## src/rtl/dpram_host_pkg.sv

```systemverilog
// Package: constants and carriers for the dual-port memory port controller
package dpram_host_pkg;
  localparam int ADDR_W = 16;
  localparam int DATA_W = 18;
  localparam int CLK_NS = 40;
  // Timing figures in ns, slowest speed grade
  localparam int T_PWE_NS = 22;
  localparam int T_HZWE_NS = 15;
  localparam int T_SD_NS = 15;
  localparam int T_RC_NS = 25;
  localparam int T_DOE_NS = 13;
  localparam int T_UPDATE_NS = 12;
  localparam int T_WR2RD_NS = 5;
  // Least times round up to whole cycles, at least one
  localparam int WR_PULSE_CYC =
    ((T_HZWE_NS + T_SD_NS > T_PWE_NS ? T_HZWE_NS + T_SD_NS : T_PWE_NS)
     + CLK_NS - 1) / CLK_NS;
  localparam int RD_CYC = (T_RC_NS + T_DOE_NS + CLK_NS - 1) / CLK_NS;
  localparam int UPDATE_CYC = (T_UPDATE_NS + CLK_NS - 1) / CLK_NS;
  localparam int WR2RD_CYC = (T_WR2RD_NS + CLK_NS - 1) / CLK_NS;
  localparam logic [3:0] CNT_W1 = 4'(WR_PULSE_CYC);
  localparam logic [3:0] CNT_RD = 4'(RD_CYC);
  localparam logic [3:0] CNT_UP = 4'(UPDATE_CYC + WR2RD_CYC);
  localparam logic [ADDR_W-1:0] MBOX_RIGHT = 16'hFFFF;
  localparam logic [ADDR_W-1:0] MBOX_LEFT = 16'hFFFE;
  localparam logic [2:0] TOKEN_REQ = 3'h0;

  typedef enum logic [1:0]
  {
    OP_READ = 2'b00,
    OP_WRITE = 2'b01,
    OP_TOKEN_GRAB = 2'b10,
    OP_TOKEN_FREE = 2'b11
  } op_t;

  // User request
  typedef struct packed
  {
    op_t op;
    logic [ADDR_W-1:0] addr;
    logic [DATA_W-1:0] wdata;
    logic [1:0] byte_en;
  } req_t;

  // Memory pins, controller side, active-low strobes
  typedef struct packed
  {
    logic [ADDR_W-1:0] addr;
    logic array_select_n;
    logic token_latch_select_n;
    logic rw_n;
    logic output_enable_n;
    logic upper_byte_enable_n;
    logic lower_byte_enable_n;
    logic [DATA_W-1:0] dout;
    logic dout_en;
  } pins_t;
endpackage

```

## src/rtl/dpram_port_ctrl.sv

```systemverilog
// Host controller for one port of the asynchronous dual-port memory
//
// Summary of operation
// - Strobe stays high whenever the address lines change.
// - Write pulse covers turn-off plus setup, though output enable is held high during writes.
// - Array select held high through token-latch write then read.
// - Token select released an update pulse before reading the latch.
// - Write-to-read spacing honoured before the token result is sampled.
`timescale 1ns/10ps
module dpram_port_ctrl
  import dpram_host_pkg::*;
#(
  parameter bit RIGHT_PORT = 1'b0
)
(
  // Clock and reset
  input wire logic clk_sys,
  input wire logic sys_rst,
  // User request and answer
  input wire logic req_valid,
  input wire req_t req,
  output logic req_ready,
  output logic rsp_valid,
  output logic [DATA_W-1:0] rsp_data,
  output logic token_won,
  output logic mbox_irq,
  // Memory pins
  output pins_t pins,
  input wire logic [DATA_W-1:0] mem_din,
  input wire logic busy_n,
  input wire logic int_n
);
  typedef enum logic [2:0]
  {
    ST_IDLE = 3'b000,
    ST_SETUP = 3'b001,
    ST_STROBE = 3'b010,
    ST_RELEASE = 3'b011,
    ST_UPDATE = 3'b100,
    ST_TREAD = 3'b101,
    ST_DONE = 3'b110
  } state_t;

  typedef struct packed
  {
    state_t st;
    req_t r;
    pins_t p;
    logic ready;
    logic rvalid;
    logic [DATA_W-1:0] rdata;
    logic won;
    logic irq;
    logic tload;
    logic [3:0] tcount;
  } ctrl_t;

  ctrl_t s_q;
  ctrl_t s_d;
  logic t_done;
  logic is_token;
  logic own_mbox;

  pulse_timer u_timer
  (
    .clk_sys(clk_sys),
    .sys_rst(sys_rst),
    .load(s_q.tload),
    .count(s_q.tcount),
    .done(t_done)
  );

  assign is_token = s_q.r.op[1];
  assign own_mbox = s_q.r.addr == (RIGHT_PORT ? MBOX_RIGHT : MBOX_LEFT);

  function automatic pins_t idle_pins();
    pins_t p;
    p = '0;
    p.array_select_n = 1'b1;
    p.token_latch_select_n = 1'b1;
    p.rw_n = 1'b1;
    p.output_enable_n = 1'b1;
    p.upper_byte_enable_n = 1'b1;
    p.lower_byte_enable_n = 1'b1;
    return p;
  endfunction

  always_comb
  begin
    s_d = s_q;
    s_d.rvalid = 1'b0;
    s_d.tload = 1'b0;
    s_d.irq = !int_n;
    unique case (s_q.st)
      ST_IDLE:
      begin
        s_d.ready = 1'b1;
        if (req_valid && s_q.ready)
        begin
          s_d.ready = 1'b0;
          s_d.r = req;
          s_d.p = idle_pins();
          s_d.p.addr = req.op[1] ? {13'h0, req.addr[2:0]} : req.addr;
          s_d.st = ST_SETUP;
        end
      end
      ST_SETUP:
      begin
        // Select and strobe fall together: memory outputs stay off
        if (is_token)
          s_d.p.token_latch_select_n = 1'b0;
        else
          s_d.p.array_select_n = 1'b0;
        s_d.p.upper_byte_enable_n = is_token ? 1'b0 : !s_q.r.byte_en[1];
        s_d.p.lower_byte_enable_n = is_token ? 1'b0 : !s_q.r.byte_en[0];
        if (s_q.r.op == OP_READ)
          s_d.p.output_enable_n = 1'b0;
        else
        begin
          s_d.p.rw_n = 1'b0;
          s_d.p.dout_en = 1'b1;
          s_d.p.dout = is_token
            ? {{(DATA_W-1){1'b0}}, s_q.r.op == OP_TOKEN_FREE}
            : s_q.r.wdata;
        end
        s_d.tload = 1'b1;
        s_d.tcount = s_q.r.op == OP_READ ? CNT_RD : CNT_W1;
        s_d.st = ST_STROBE;
      end
      ST_STROBE:
      begin
        // Contention flag holds the access open
        if (t_done && busy_n)
        begin
          s_d.p.rw_n = 1'b1;
          s_d.p.output_enable_n = 1'b1;
          if (s_q.r.op == OP_READ)
            s_d.rdata = mem_din;
          s_d.st = ST_RELEASE;
        end
        else if (t_done)
        begin
          s_d.tload = 1'b1;
          s_d.tcount = 4'h1;
        end
      end
      ST_RELEASE:
      begin
        s_d.p.dout_en = 1'b0;
        s_d.p.array_select_n = 1'b1;
        s_d.p.token_latch_select_n = 1'b1;
        s_d.p.upper_byte_enable_n = 1'b1;
        s_d.p.lower_byte_enable_n = 1'b1;
        if (is_token)
        begin
          s_d.tload = 1'b1;
          s_d.tcount = CNT_UP;
          s_d.st = ST_UPDATE;
        end
        else
          s_d.st = ST_DONE;
      end
      ST_UPDATE:
        if (t_done)
        begin
          // Readback with array select still high
          s_d.p.token_latch_select_n = 1'b0;
          s_d.p.output_enable_n = 1'b0;
          s_d.p.lower_byte_enable_n = 1'b0;
          s_d.tload = 1'b1;
          s_d.tcount = CNT_RD;
          s_d.st = ST_TREAD;
        end
      ST_TREAD:
        if (t_done)
        begin
          s_d.rdata = mem_din;
          s_d.won = !mem_din[0];
          s_d.p = idle_pins();
          s_d.st = ST_DONE;
        end
      ST_DONE:
      begin
        s_d.rvalid = 1'b1;
        s_d.st = ST_IDLE;
      end
      default:
      begin
        s_d.p = idle_pins();
        s_d.st = ST_IDLE;
      end
    endcase
  end

  always_ff @(posedge clk_sys)
  begin
    if (sys_rst)
    begin
      s_q <= '0;
      s_q.p <= idle_pins();
    end
    else
      s_q <= s_d;
  end

  assign req_ready = s_q.ready;
  assign rsp_valid = s_q.rvalid;
  assign rsp_data = s_q.rdata;
  assign token_won = s_q.won;
  assign mbox_irq = s_q.irq;
  assign pins = s_q.p;

  // Checks
  chk_addr_stable:
    assert property (@(posedge clk_sys) disable iff (sys_rst)
      !pins.rw_n |-> $stable(pins.addr))
    else $error("address moved during write strobe");
  chk_write_qual:
    assert property (@(posedge clk_sys) disable iff (sys_rst)
      !pins.rw_n |-> (!pins.array_select_n || !pins.token_latch_select_n)
        && (!pins.upper_byte_enable_n || !pins.lower_byte_enable_n))
    else $error("write strobe without select and byte enable");
  // A select low ahead of the strobe lets the memory drive our data pins
  chk_select_first:
    assert property (@(posedge clk_sys) disable iff (sys_rst)
      $fell(pins.rw_n) |-> $past(pins.array_select_n)
        && $past(pins.token_latch_select_n))
    else $error("select fell before write strobe");
  chk_write_width:
    assert property (@(posedge clk_sys) disable iff (sys_rst)
      $fell(pins.rw_n) |=> !pins.rw_n)
    else $error("write pulse too short");
  chk_token_array:
    assert property (@(posedge clk_sys) disable iff (sys_rst)
      !pins.token_latch_select_n |-> pins.array_select_n)
    else $error("array selected during token access");
  chk_token_gap:
    assert property (@(posedge clk_sys) disable iff (sys_rst)
      s_q.st == ST_RELEASE && is_token |=> pins.token_latch_select_n
        && pins.output_enable_n)
    else $error("no update pulse before token read");
  chk_oe_read:
    assert property (@(posedge clk_sys) disable iff (sys_rst)
      !pins.output_enable_n |-> pins.rw_n && !pins.dout_en)
    else $error("output enable during write");
  chk_idle_pd:
    assert property (@(posedge clk_sys) disable iff (sys_rst)
      s_q.st == ST_IDLE |-> pins.array_select_n)
    else $error("array selected while idle");
  chk_token_bit:
    assert property (@(posedge clk_sys) disable iff (sys_rst)
      pins.dout_en && !pins.token_latch_select_n
        |-> pins.dout[DATA_W-1:1] == '0)
    else $error("token write uses upper data bits");

  cov_write: cover property (@(posedge clk_sys) s_q.st == ST_DONE
    && s_q.r.op == OP_WRITE);
  cov_read: cover property (@(posedge clk_sys) s_q.st == ST_DONE
    && s_q.r.op == OP_READ);
  cov_token: cover property (@(posedge clk_sys) rsp_valid && token_won);
  cov_busy: cover property (@(posedge clk_sys) s_q.st == ST_STROBE
    && !busy_n);
  cov_mbox: cover property (@(posedge clk_sys) rsp_valid && own_mbox
    && s_q.r.op == OP_READ);
endmodule // dpram_port_ctrl

```

## src/rtl/pulse_timer.sv

```systemverilog
// Down counter that times one memory phase
`timescale 1ns/10ps
module pulse_timer
  import dpram_host_pkg::*;
(
  // Clock and reset
  input wire logic clk_sys,
  input wire logic sys_rst,
  // Control
  input wire logic load,
  input wire logic [3:0] count,
  output logic done
);
  logic [3:0] cnt_q;
  logic [3:0] cnt_d;

  always_comb
  begin
    cnt_d = cnt_q;
    if (load)
      cnt_d = count;
    else if (cnt_q != 4'h0)
      cnt_d = cnt_q - 4'h1;
  end

  always_ff @(posedge clk_sys)
  begin
    if (sys_rst)
      cnt_q <= 4'h0;
    else
      cnt_q <= cnt_d;
  end

  assign done = (cnt_q == 4'h1) && !load;
endmodule // pulse_timer

```

## config.mk

```make
export PLATFORM = sky130hd
export DESIGN_NAME = dpram_port_ctrl
export DESIGN_NICKNAME = d
export VERILOG_FILES = /design/src/rtl/dpram_host_pkg.sv /design/src/rtl/dpram_port_ctrl.sv /design/src/rtl/pulse_timer.sv
export SDC_FILE = /design/constraint.sdc
export NUM_CORES = 1
export LEC_CHECK = 0
export BUFFER_PORTS_ARGS = -buffer_cell sky130_fd_sc_hd__clkbuf_2
export CAP_MARGIN = 30
export CORE_MARGIN = 3
export CORE_UTILIZATION = 52
export DETAILED_ROUTE_END_ITERATION = 10
export PLACE_DENSITY = 0.92
export SETUP_SLACK_MARGIN = 0.1
export SLEW_MARGIN = 20
export SYNTH_ARGS = -nofsm -noshare
export SYNTH_HDL_FRONTEND = slang
export SYNTH_SLANG_ARGS = --single-unit
```

## constraint.sdc

```tcl
create_clock -name clk_sys -period 2.25 [get_ports clk_sys]
set_input_delay 0.225 -clock clk_sys [delete_from_list [all_inputs] [get_ports clk_sys]]
set_output_delay 0.225 -clock clk_sys [all_outputs]
set_load 0.05 [all_outputs]
```

==> impl_results.md <==
- Result of the run: completed
- Die Height: 98.4 um
- Overall Global Routing Usage: 0.219
- Setup Buffers After CTS: 0
- Worst Setup Path Type: flip-flop to flip-flop
- Final max-slew violation count: 0
- P_sw: 1.47 mW
- WP data arrival: 2.36 ns
- Initial DRC Count: 234
- EDFF count, synth: 0
- Avg Inst Size Synth: 8.34 um^2
- Syn Std Cell Area: 4440 um^2
- Ant. Diodes: 0
- # H-tree levels: 3
- CP Max Fanout: 5
- Initial antenna violation count: 0
- DIE AREA: 9690 um^2
- PwrDens: 840 nW/um^2
- Clock tree sinks: 97
- Post-Route WL: 11000 um
- Final worst path period need: 2.06 ns
- Leak pwr: 1.98 nW
- Share of cells above drive strength 1: 0.292
- Headroom to the max-slew limit: 0.598
- Most used DFF post-synth: dfxtp_1
- Global-route wire length before repair: 17600 um
- Clk pin slew, worst setup/hold paths: 0.09 ns
- Logic pwr share: 0.295
- Synth top area cells: dfxtp_1 44%, buf_4 10%, a21oi_1 8.7%
- Switch share: 0.353
- Max-Cap Viols: 0
- Area added between synthesis and finish: 11.6%
- Post-DP HPWL: 7710 um
- Gpl congestion: 0.903
- WL/cell: 15.7 um
- Critical Path RT: 2.55 ns
- Final worst path period share: 0.916
- Part of the power in registers: 0.464
- Largest net degree at the start of global routing: 47
- PortBufs: 123
- Number of synthesized register bits: 97
- Vias: 4016
- CTS Buf Count: 9
- FFs w/ async S/R, synth: 0
- Finished Layout Cells: 698
- CTS max path bufs: 2
- Antenna viol nets, final: 0
- Clock network power share: 0.241
- Final Hold Violating Endpoints: 0
- Setup TNS: 0 ns
- Nets: 654
- Worst hold path type: input pin to flip-flop
- Internal power: 2.69 mW
- Layout fillers: 729
- Warnings from Yosys: 0
- CTS tree: built
- DRT Pass-1 Iters: 5
- Yosys top cell area share: 0.437
- DRC viols: 0
- Syn nets: 597
- Vias in the first global route: 3843
- Chip Width: 98.4 um
- Slew at the pin closest to its max-slew limit: 0.604 ns
- Area leader, netlist: dfxtp_1
- Cells after Synth: 533
- RSZ-0062 raised after global routing: no
- Setup-failing EPs final: 0
- Grt ovf: 0
- Post-synthesis sequential area ratio: 0.437
- Std cell rows: 33
- Distinct cells, synth: 52
- Placed cells: 682
- Root buffer cell: clkbuf_8
- Ports: 124
- Starting density of the core: 0.538
- Vias per cell: 5.75
- Peak VDD IR: 0.551 mV
- Worst-Skew Late Latency: 0.36 ns
- Crit. End Element: flip-flop
- Core region area: 8260 um^2
- Clk_skew: 0.0121 ns
- Crit path launch type: flip-flop
- Peak Freq: 0.485 GHz
==> placed cells by master, fill, tap and decap left out, types with 2 or more instances in the layout <==
cell type	instances
a31oi_1	2
ha_1	3
nor2b_1	5
buf_4	23
dfxtp_1	97
o21ai_0	28
a21o_1	2
a211oi_1	3
a21oi_1	76
nor3_1	8
mux2i_1	2
nand2b_1	2
nand3_1	42
nor3b_1	4
a211o_1	4
nor2_1	25
xnor2_1	2
o211ai_1	18
clkbuf_2	122
a32oi_1	13
nand3b_1	2
inv_1	9
clkinvlp_4	2
clkbuf_8	10
nand2_1	53
==> power by group through the flow <==
stage	Clock [mW]	Sequential, mW	Combinational [mW]
2_1_floorplan	0	1.95	0.912
3_3_place_gp	0	1.96	1.14
3_5_place_dp	0	1.97	1.19
4_1_cts	1.03	1.93	1.20
5_1_grt	1.09	1.94	1.34
6_report	1.00	1.93	1.23
==> registers in the layout (all words and copies together), names as in the netlist <==
| name | flops |
|---|---|
| is_token | 1 |
| mbox_irq | 1 |
| pins | 41 |
| req_ready | 1 |
| rsp_data | 18 |
| rsp_valid | 1 |
| s_q | 29 |
| token_won | 1 |
| u_timer.cnt_q | 4 |
==> metrics by stage <==
| step | cell area [um^2] | utilization | worst slack [ns] | hold slack (ns) | power (mW) |
|---|---|---|---|---|---|
| after floorplan | 4440 | - | 0.300 | 0.297 | 2.87 |
| after global placement | 4750 | 0.575 | 0.252 | 0.383 | 3.10 |
| after detailed placement | 4750 | 0.575 | 0.163 | 0.386 | 3.16 |
| after CTS | 4920 | 0.596 | 0.143 | 0.0507 | 4.15 |
| after global routing | 4960 | 0.600 | 0.104 | 0.0520 | 4.37 |
| final | 4960 | 0.600 | 0.190 | 0.0631 | 4.16 |
==> kinds of logic (layout without fill, tap and decap cells) <==
| logic type | count (synthesis) | count (layout) | synth area share |
|---|---|---|---|
| and+or+nand+nor | 152 | 152 | 0.164 |
| DFF | 97 | 97 | 0.437 |
| muxes | 3 | 3 | 0.00704 |
| buffers and inverters | 113 | 173 | 0.152 |
| adders and majority gates | 3 | 3 | 0.00845 |
| AOI/OAI and AO/OA | 163 | 163 | 0.228 |
| xor gates and xnor gates | 2 | 2 | 0.00394 |
==> critical path: stages (launching register included) <==
cell and delay [ns]:
dfxtp_1 0.32, inv_1 0.12, ha_1 0.22, or4b_4 0.54, o32a_1 0.32, o32ai_2 0.24
and4bb_1 0.24
==> path summary, 6_finish.rpt <==
path         slack, ns        startpoint        end  depth (start not counted)
max               0.19  u_timer.cnt_q[1]     s_q[4]                          6
min               0.06        mem_din[0]  token_won                          2
max reg2reg       0.19  u_timer.cnt_q[1]     s_q[4]                          6
min reg2reg       0.46          pins[23]   pins[23]                          2
==> metal layers <==
layer	wire, um	part of all wire	global-route usage
met1	4560	0.42	0.271
met2	5490	0.50	0.383
met3	795	0.073	0.0502
met4	115	0.010	0.0599
met5	0	0	0
==> synth_stat cells (2+ instances only) <==
master / count
dfxtp_1: 97
ha_1: 3
xnor2_1: 2
clkbuf_1: 37
nor2_1: 25
a211o_1: 4
mux2i_1: 2
nand3_1: 42
buf_1: 2
nor3_1: 9
a21o_1: 2
a21oi_1: 77
buf_6: 3
nor3b_1: 4
nand3b_1: 2
a32oi_1: 13
inv_1: 9
nand2_1: 53
nor2b_1: 6
buf_4: 60
o21ai_0: 28
a211oi_1: 3
a31oi_1: 2
o32ai_1: 2
nand2b_1: 2
o211ai_1: 18
==> timing repair <==
| action | 4_1_cts | 5_1_grt |
|---|---|---|
| gates resized for setup | 0 | 4 |
| endpoints found under the hold margin | 1 | 0 |
| setup endpoints to repair | 0 | 17 |
| hold buffers | 1 | 0 |
==> cell type report <==
| type | instances | area (um^2) | area share |
|---|---|---|---|
| flip-flops and latches | 97 | 1940 | 0.392 |
| clock inverters | 4 | 28.8 | 0.00581 |
| multi-input cells | 323 | 1860 | 0.374 |
| clock buffers | 10 | 138 | 0.0278 |
| inverters | 10 | 37.5 | 0.00757 |
| repair buffers | 149 | 825 | 0.166 |
| well taps | 105 | 131 | 0.0265 |
No activity file was read; power rests on OpenSTA's default activity.
